[config.mk]
export PLATFORM = sky130hd
export DESIGN_NAME = port_oe_regs
export DESIGN_NICKNAME = d
export VERILOG_FILES = /design/src/design/port_oe_pkg.sv /design/src/design/oe_byte_reg.sv /design/src/design/port_oe_regs.sv
export SDC_FILE = /design/constraint.sdc
export NUM_CORES = 1
export LEC_CHECK = 0
export BUFFER_PORTS_ARGS = -buffer_cell sky130_fd_sc_hd__clkbuf_2
export CAP_MARGIN = 25
export CORE_MARGIN = 5
export CORE_UTILIZATION = 48
export CTS_BUF_LIST = sky130_fd_sc_hd__clkbuf_4
export DETAILED_ROUTE_END_ITERATION = 10
export PLACE_DENSITY = 0.82
export SYNTH_ARGS = -nofsm -noshare
export SYNTH_HDL_FRONTEND = slang
export SYNTH_SLANG_ARGS = --single-unit
export TNS_END_PERCENT = 50
[constraint.sdc]
create_clock -name pclk -period 1.1 [get_ports pclk]
set_input_delay 0.11 -clock pclk [delete_from_list [all_inputs] [get_ports pclk]]
set_output_delay 0.11 -clock pclk [all_outputs]
set_load 0.005 [all_outputs]
[src/design/port_oe_pkg.sv]
// package: register map, field layout and pad carrier for the port output-enable bank
package port_oe_pkg;

  // ----------------------------------------------------------------
  // bus geometry
  // ----------------------------------------------------------------
  localparam int unsigned ADDR_W = 16;
  localparam int unsigned DATA_W = 32;
  localparam int unsigned BYTE_W = 8;

  // ----------------------------------------------------------------
  // register indices; byte address is four times the index
  // ----------------------------------------------------------------
  localparam logic [ADDR_W-1:0] PORT_D_OE_INDEX = 16'h30B3;
  localparam logic [ADDR_W-1:0] PORT_E_OE_INDEX = 16'h30B4;
  localparam logic [ADDR_W-1:0] PORT_F_OE_INDEX = 16'h30B5;
  localparam logic [ADDR_W-1:0] PORT_G_OE_INDEX = 16'h30B6;

  // ----------------------------------------------------------------
  // field layout and reset values
  // ----------------------------------------------------------------
  localparam logic [BYTE_W-1:0] FULL_BYTE_MASK   = 8'hFF;
  localparam logic [BYTE_W-1:0] PORT_G_OE_MASK   = 8'h0F;
  localparam logic [BYTE_W-1:0] OE_RESET_VALUE   = 8'h00;
  localparam logic [DATA_W-1:0] READ_IDLE_VALUE  = 32'h0000_0000;
  localparam int unsigned       PORT_G_PINS      = 4;
  localparam int unsigned       WRITE_TO_PAD_CYC = 2;

  // ----------------------------------------------------------------
  // pad driver enables, one bit per pin
  // ----------------------------------------------------------------
  typedef struct packed {
    logic [BYTE_W-1:0]      pd_drive_en;
    logic [BYTE_W-1:0]      pe_drive_en;
    logic [BYTE_W-1:0]      pf_drive_en;
    logic [PORT_G_PINS-1:0] pg_drive_en;
  } pad_drive_t;

  localparam pad_drive_t PAD_DRIVE_RESET = '0;

  // ----------------------------------------------------------------
  // byte address of a register index
  // ----------------------------------------------------------------
  function automatic logic [ADDR_W-1:0] byte_addr(input logic [ADDR_W-1:0] index);
    byte_addr = {index[ADDR_W-3:0], 2'b00};
  endfunction

  function automatic logic addr_hits(input logic [ADDR_W-1:0] addr, input logic [ADDR_W-1:0] index);
    addr_hits = (addr == byte_addr(index));
  endfunction

endpackage

[src/design/oe_byte_reg.sv]
// module: one byte-wide output-enable register with a per-bit write mask
`timescale 1ns/1ps
`default_nettype none

module oe_byte_reg #(
  parameter logic [7:0] WRITE_MASK = 8'hFF
) (
  input  wire logic       pclk,
  input  wire logic       presetn,
  input  wire logic       wr_en,
  input  wire logic [7:0] wr_data,
  output var  logic [7:0] value
);

  // masked bits load zero on every write, so reserved bits stay at their reset zero
  always_ff @(posedge pclk or negedge presetn)
  begin
    if (!presetn)
    begin
      value <= port_oe_pkg::OE_RESET_VALUE;
    end
    else if (wr_en)
    begin
      value <= wr_data & WRITE_MASK;
    end
  end

endmodule // oe_byte_reg

`default_nettype wire

[src/design/port_oe_regs.sv]
// module: APB slave holding the port D/E/F/G output-enable bytes and their pad driver enables
`timescale 1ns/1ps
`default_nettype none

// Functional notes
// the port E enable byte sits at index 0x30B4, bit n steering pin n of port E.
// a one in a port E enable bit turns that pin's output driver on.
// a zero in a port E enable bit keeps that pin's output driver off.
// every enable bit is writable and reads back the value last written.
// the port F enable byte sits at index 0x30B5, bit n steering pin n of port F.
// a one in a port F enable bit turns that pin's output driver on.
// a zero in a port F enable bit keeps that pin's output driver off.
// the port G enable byte sits at index 0x30B6.
// port G bits 7 to 4 are reserved, read as zero and ignore writes.
// port D bit 0 enables its pin's driver when one and disables it when zero.
// port D bit 1 enables its pin's driver when one and disables it when zero.
// port G bits 3 to 0 are read/write enables, one per pin, one meaning output.
// the port D enable byte sits at index 0x30B3.
// reset clears every enable bit so all drivers start off.
// a completed write reaches the pad enables on the next clock edge after it.
module port_oe_regs (
  input  wire logic                             pclk,
  input  wire logic                             presetn,
  input  wire logic                             psel,
  input  wire logic                             penable,
  input  wire logic                             pwrite,
  input  wire logic [port_oe_pkg::ADDR_W-1:0]   paddr,
  input  wire logic [port_oe_pkg::DATA_W-1:0]   pwdata,
  input  wire logic [3:0]                       pstrb,
  output var  logic [port_oe_pkg::DATA_W-1:0]   prdata,
  output logic                                  pready,
  output var  logic                             pslverr,
  output var  port_oe_pkg::pad_drive_t          pad_drive
);

  // ----------------------------------------------------------------
  // address decode
  // ----------------------------------------------------------------
  logic                              hit_d;
  logic                              hit_e;
  logic                              hit_f;
  logic                              hit_g;
  logic                              hit_any;
  logic                              setup_phase;
  logic                              access_phase;
  logic                              bus_write;
  logic [port_oe_pkg::BYTE_W-1:0]    wr_byte;
  logic [port_oe_pkg::BYTE_W-1:0]    d_value;
  logic [port_oe_pkg::BYTE_W-1:0]    e_value;
  logic [port_oe_pkg::BYTE_W-1:0]    f_value;
  logic [port_oe_pkg::BYTE_W-1:0]    g_value;
  logic [port_oe_pkg::DATA_W-1:0]    next_prdata;
  logic                              next_pslverr;
  port_oe_pkg::pad_drive_t           next_pad_drive;

  assign hit_d   = port_oe_pkg::addr_hits(paddr, port_oe_pkg::PORT_D_OE_INDEX);
  assign hit_e   = port_oe_pkg::addr_hits(paddr, port_oe_pkg::PORT_E_OE_INDEX);
  assign hit_f   = port_oe_pkg::addr_hits(paddr, port_oe_pkg::PORT_F_OE_INDEX);
  assign hit_g   = port_oe_pkg::addr_hits(paddr, port_oe_pkg::PORT_G_OE_INDEX);
  assign hit_any = hit_d | hit_e | hit_f | hit_g;

  assign setup_phase  = psel & ~penable;
  assign access_phase = psel & penable;

  // ----------------------------------------------------------------
  // bus handshake
  // ----------------------------------------------------------------
  // read data is staged in the setup cycle, so the access cycle never waits
  assign pready = access_phase;

  // only byte lane 0 carries data; a write without it is a no-op
  assign bus_write = access_phase & pready & pwrite & pstrb[0];
  assign wr_byte   = pwdata[port_oe_pkg::BYTE_W-1:0];

  // ----------------------------------------------------------------
  // enable registers
  // ----------------------------------------------------------------
  oe_byte_reg #(
    .WRITE_MASK (port_oe_pkg::FULL_BYTE_MASK)
  ) u_port_d (
    .pclk    (pclk),
    .presetn (presetn),
    .wr_en   (bus_write & hit_d),
    .wr_data (wr_byte),
    .value   (d_value)
  );

  oe_byte_reg #(
    .WRITE_MASK (port_oe_pkg::FULL_BYTE_MASK)
  ) u_port_e (
    .pclk    (pclk),
    .presetn (presetn),
    .wr_en   (bus_write & hit_e),
    .wr_data (wr_byte),
    .value   (e_value)
  );

  oe_byte_reg #(
    .WRITE_MASK (port_oe_pkg::FULL_BYTE_MASK)
  ) u_port_f (
    .pclk    (pclk),
    .presetn (presetn),
    .wr_en   (bus_write & hit_f),
    .wr_data (wr_byte),
    .value   (f_value)
  );

  // upper nibble masked off at the write, so it can never hold a one
  oe_byte_reg #(
    .WRITE_MASK (port_oe_pkg::PORT_G_OE_MASK)
  ) u_port_g (
    .pclk    (pclk),
    .presetn (presetn),
    .wr_en   (bus_write & hit_g),
    .wr_data (wr_byte),
    .value   (g_value)
  );

  // ----------------------------------------------------------------
  // read path
  // ----------------------------------------------------------------
  always_comb
  begin
    next_prdata  = prdata;
    next_pslverr = pslverr;
    if (setup_phase)
    begin
      next_prdata  = port_oe_pkg::READ_IDLE_VALUE;
      next_pslverr = ~hit_any;
      unique case (1'b1)
        hit_d:
        begin
          next_prdata[port_oe_pkg::BYTE_W-1:0] = d_value;
        end
        hit_e:
        begin
          next_prdata[port_oe_pkg::BYTE_W-1:0] = e_value;
        end
        hit_f:
        begin
          next_prdata[port_oe_pkg::BYTE_W-1:0] = f_value;
        end
        hit_g:
        begin
          next_prdata[port_oe_pkg::BYTE_W-1:0] = g_value & port_oe_pkg::PORT_G_OE_MASK;
        end
        default:
        begin
          next_prdata = port_oe_pkg::READ_IDLE_VALUE;
        end
      endcase
    end
  end

  always_ff @(posedge pclk or negedge presetn)
  begin
    if (!presetn)
    begin
      prdata <= port_oe_pkg::READ_IDLE_VALUE;
    end
    else
    begin
      prdata <= next_prdata;
    end
  end

  always_ff @(posedge pclk or negedge presetn)
  begin
    if (!presetn)
    begin
      pslverr <= 1'b0;
    end
    else
    begin
      pslverr <= next_pslverr;
    end
  end

  // ----------------------------------------------------------------
  // pad driver stage
  // ----------------------------------------------------------------
  // one flop between register and pad keeps the pad timing off the bus decode
  always_comb
  begin
    next_pad_drive             = port_oe_pkg::PAD_DRIVE_RESET;
    next_pad_drive.pd_drive_en = d_value;
    next_pad_drive.pe_drive_en = e_value;
    next_pad_drive.pf_drive_en = f_value;
    next_pad_drive.pg_drive_en = g_value[port_oe_pkg::PORT_G_PINS-1:0];
  end

  always_ff @(posedge pclk or negedge presetn)
  begin
    if (!presetn)
    begin
      pad_drive <= port_oe_pkg::PAD_DRIVE_RESET;
    end
    else
    begin
      pad_drive <= next_pad_drive;
    end
  end

  logic wr_d;
  logic wr_e;
  logic wr_f;
  logic wr_g;
  logic rd_done;

  assign wr_d    = bus_write & hit_d;
  assign wr_e    = bus_write & hit_e;
  assign wr_f    = bus_write & hit_f;
  assign wr_g    = bus_write & hit_g;
  assign rd_done = access_phase & pready & ~pwrite & hit_any;
endmodule // port_oe_regs

`default_nettype wire

After elaboration in Yosys (flattened, before gate mapping)
Index checks and enable logic that the tools add are counted.
{"block": "word_totals", "ff_bits": 65, "input_bits": 57, "out_inout_bits": 62, "word_cells": 28}
{"block": "op_classes", "n_eq_ne": 4, "muxes": 1, "bitwise_logic": 13}
{"operator": "$eq 16x16->1 const B", "count": 4}
{"operator": "$pmux 8 s4", "count": 1}
{"operator": "$and 1x1->1", "count": 8}
{"operator": "$or 1x1->1", "count": 3}
{"operator": "$not 1->1", "count": 2}

Longest topological paths before layout
{"block": "depth", "depth_word": 5, "depth_mapped": 6, "mapped_depth_nobuf": 4}

Hierarchy
A second synthesis with hierarchy kept.
{"block": "unflattened", "hier_cells": 200, "area_unflattened_um2": 2798.9}
{"module": "port_oe_regs", "n_inst": 1, "cells_each": 136, "area_per_inst_um2": 1625.3}
{"module": "oe_byte_reg at u_port_d ...", "n_inst": 3, "cells_each": 17, "area_per_inst_um2": 331.6}
{"module": "oe_byte_reg at u_port_g", "n_inst": 1, "cells_each": 13, "area_per_inst_um2": 178.9}

Worst setup path after synthesis
No wires, ideal clock.
{"block": "synth_path", "kind": "in2reg", "startpoint": "in paddr[5] (netlist bit)", "endpoint": "reg pslverr", "t_arrival_ns": 1.654, "required_time_ns": 0.961, "setup_slack_ns": -0.693, "cell_stages": 5, "path_buffers": 1, "path_cell_list": "or4b_4 nor3b_4 or4b_1 buf_2 a21boi_0"}
{"block": "synth_between", "elab_chain_cells": 5}
{"item": "from (decl)", "line_no": "port_oe_regs.sv:27", "text": "input wire logic [port_oe_pkg::ADDR_W-1:0] paddr,"}
{"item": "$eq 16x16->1", "line_no": "port_oe_pkg.sv:49", "text": "addr_hits = (addr == byte_addr(index));"}
{"item": "$or 1x1->1 (2 in a row)", "line_no": "port_oe_regs.sv:60", "text": "assign hit_any = hit_d | hit_e | hit_f | hit_g;"}
{"item": "$or 1x1->1 (*)", "line_no": "port_oe_regs.sv:60"}
{"item": "$not 1->1 (*)", "line_no": "port_oe_regs.sv:129", "text": "next_pslverr = ~hit_any;"}
{"item": "to (signal assigned)", "line_no": "port_oe_regs.sv:175", "text": "pslverr <= next_pslverr;"}
{"item": "to (decl)", "line_no": "port_oe_regs.sv:32", "text": "output var logic pslverr,"}
Mark *: on every way between the ends. The rest lies on a longest branch, timed or not.
A chain may end at the register's enable or synchronous reset.

Final worst setup path
{"block": "layout_path", "startpoint": "in paddr[5] (netlist bit)", "endpoint": "reg prdata[2] (netlist bit)"}
{"block": "layout_between", "elab_chain_cells": 2}
{"item": "$eq 16x16->1", "line_no": "port_oe_pkg.sv:49"}
{"item": "$pmux 8 s4 (*)", "line_no": "port_oe_regs.sv:130", "text": "unique case (1'b1)"}
{"item": "to (signal assigned)", "line_no": "port_oe_regs.sv:159", "text": "prdata <= port_oe_pkg::READ_IDLE_VALUE;"}
{"item": "to (signal assigned)", "line_no": "port_oe_regs.sv:163", "text": "prdata <= next_prdata;"}
{"item": "to (decl)", "line_no": "port_oe_regs.sv:30", "text": "output var logic [port_oe_pkg::DATA_W-1:0] prdata,"}
Marks and branches as above.

==> metrics.md <==
| Metric | Value |
|---|---|
| Most common flop cell mapped by yosys | `dfrtp_1` |
| Relative area change from synthesis to final layout | `32.4%` |
| Met3 routing resource usage after global routing | `0.0713` |
| Pin count of the biggest net entering global routing | `28` |
| Number of sinks on the clock net | `65` |
| Count of vias placed by the detailed router | `approximately 1800` |
| Final Slew Violations | `0` |
| Clock tree from TritonCTS | `yes` |
| Largest driver fanout on the critical path | `8` |
| Clk Latency, worst-skew pair | `0.41 ns` |
| Number of maximum-capacitance violations | `0` |
| Status | `complete, but fails checks` |
| Global-route wire length before repair | `9690 um` |
| RSZ-0062 raised after global routing | `true` |
| Distinct cell type count after synthesis | `30` |
| Number of diodes | `0` |
| Vertical die dimension | `approximately 83 um` |
| Starting Density | `0.499` |
| H-Tree Level Count | `3` |
| Failing checks | `setup timing` |
| Total GRT Usage | `0.181` |
| TritonCTS buffer count | `9` |
| Tightest Pin Transition | `0.503 ns` |
| Worst ir drop on vdd | `0.591 mV` |
| Setup crit end kind | `flip-flop` |
| Count of routing violations after the opening detailed-route iteration | `128` |
| Req. time, crit path | `1.44 ns` |
| Hold Fails Final Rpt | `0` |
| Global routing's busiest layer | `met2` |
| Post-layout worst setup margin | `-0.313 ns` |
| Total non-filler cell area in the finished layout | `0.00339 mm2` |
| Register area | `0.00163 mm2` |
| Post-route DRC | `0` |
| Total overflow reported by the global router | `0` |
| F_max | `between 0.7 and 0.8 GHz` |
| Mapped Area | `roughly 0.0026 mm2` |
| Dpl cell area | `0.00310 mm2` |
| EDFF count, synth | `0` |
| Synthesized instance count | `181` |
| Final worst clock skew | `0.0135 ns` |
| Antenna violations before repair | `0` |
| Worst-path clk slew | `0.10 ns` |
| Synth warnings | `0` |
| Final #Nets | `346` |
| Mean number of vias per cell | `approximately 5.0` |
| Number of inserted filler cells in the final layout | `357` |
| Type of the most critical hold path | `primary input to async pin` |
| Portion of the post-synthesis area used by sequential elements | `0.634` |
| Number of flip-flops and latches in the synthesized netlist | `65` |
| Post-route total power | `a little over 4 mW` |
| Post-route minimum period | `1.41 ns` |
| Via count of the first global-routing pass | `1839` |
| Kind of launch point of the worst setup path | `primary input` |
| Number of core rows | `26` |
| Fraction of layout instances using a drive strength above 1 | `0.500` |
| Number of primary I/O pins | `119` |
| Number of nets still failing antenna checks after routing | `0` |
| Number of buffers on the longest clock path | `2` |
| Die area | `0.00690 mm2` |
| CTS root buf | `clkbuf_4` |
| Post-detailed-placement half-perimeter wirelength | `around 4300 um` |
| Core Region | `~0.0051 mm2` |
| Port buffer count | `67` |
| Pre-antenna DRT Iters | `4` |
| Fraction of synthesis flops using an asynchronous set or reset pin | `1.00` |
| Headroom to the max-slew limit | `0.664` |
| Post-detailed-route wirelength per cell | `about 16 um` |
| Static leakage | `1.83 nW` |
| Grt met1 use | `0.230` |
| Gp weighted congestion | `0.834` |
| Power density of the placed cells | `1220 mW/mm2` |
| Met2 Track Usage GR | `0.278` |
| Arrival time of data at the critical path endpoint | `1.75 ns` |
| Area occupied by multi-input gates | `around 870 um2` |
| Detailed Route WL | `6000 um` |
| Number of endpoints failing setup at the final stage | `37` |
| Fin crit share | `1.28` |
| Die Wd | `83.1 um` |
| Setup CP Type | `primary input to flip-flop` |
| Final core utilization | `0.660` |
| Post-synthesis area per instance | `14.2 um2` |
## stage by stage
stage                     hold slack [ns]  TNS (ns)  cells  setup WS, ns
final                               0.145     -7.96    364        -0.313
after global routing                0.187     -9.04    364        -0.335
after global placement             0.0469    -23.23    337        -0.680
after floorplan                    -0.186    -20.58    204        -0.693
after CTS                           0.158     -7.80    362        -0.279
after detailed placement           0.0477    -23.97    337        -0.716
## path summary, 6_finish.rpt
kind,from,to,slack (ns),cells after the start
worst max-delay path,paddr[5],prdata[2],-0.31,6
min in group pclk,psel,prdata[6],0.21,5
worst max register to register,u_port_e.value[5],prdata[5],0.06,3
max in group asynchronous,presetn,pad_drive[3],0.47,3
worst min register to register,u_port_f.value[5],pad_drive[9],0.39,0
worst min-delay path,presetn,pad_drive[9],0.15,2
## where the power goes
part	total, mW	internal, mW	switching (mW)	leakage, nW
clock network	1.49	0.683	0.808	0.0680
logic	0.263	0.114	0.149	0.856
registers	2.39	2.39	0.0000591	0.903
## worst max-delay path, stage by stage
cell and delay [ns]:
clkbuf_2 0.08, or4b_4 0.55, nor3b_4 0.22, or4b_4 0.50, buf_6 0.16, o21ai_1 0.14
## what timing repair did
action,in CTS,in global routing
hold buffers,9,0
gates resized for setup,3,12
pin swaps,1,0
buffers inserted,0,2
hold endpoints to repair,90,0
endpoints found under the setup margin,37,40
## Yosys cell counts, drive strengths merged (2+ instances only)
cell type   n  area, um2
a32oi       4       35.0
dfrtp      65       1630
nor3        2       15.0
or4b        2       23.8
nor2        4       15.0
a22oi       8       60.1
nor2b       2       12.5
nand3       4       25.0
mux2       32        360
buf        25        185
clkbuf      2       7.51
inv         2       7.51
o21ai       8       40.0
a22o        4       35.0
nand2       6       22.5
## routing by layer
metal | share of wire | vias up
met5 | 0 | -
met4 | 0.025 | 0
met3 | 0.079 | 19
met2 | 0.50 | 86
met1 | 0.40 | 901
li1 | - | 822
## final cells by class
cell class / instances / share of cell area
Inverter: 2 / 0.00221
Tap cell: 70 / 0.0258
Clock buffer: 10 / 0.0221
Sequential cell: 65 / 0.479
Timing Repair Buffer: 101 / 0.198
Multi-Input combinational cell: 110 / 0.258
Clock inverter: 6 / 0.0144
## logic make-up (layout without fill, tap and decap cells)
family                    after synthesis  after routing  share of synthesized area
muxes                                  32             32                      0.141
other                                   1             24                    0.00146
buffers and inverters                  29            119                     0.0781
DFF                                    65             65                      0.634
xor gates and xnor gates                1              1                    0.00342
AOI/OAI and AO/OA                      25             25                     0.0693
and+or+nand+nor                        28             28                     0.0727
## placed cells by master, fill, tap and decap left out, types with 5 or more instances in the layout
cell type,count
buf_6,6
buf_4,16
a22oi_1,8
conb_1,24
clkbuf_2,67
clkinv_1,5
dlygate4sd3_1,9
mux2_2,32
o21ai_1,5
clkbuf_4,10
dfrtp_1,65
nand2_1,6
## sequential cells by signal (all words and copies together) (netlist names)
register        cells
pad_drive          28
prdata              8
u_port_g.value      4
u_port_e.value      8
u_port_d.value      8
u_port_f.value      8
pslverr             1
Note: power is estimated with default switching activity, not from simulation.
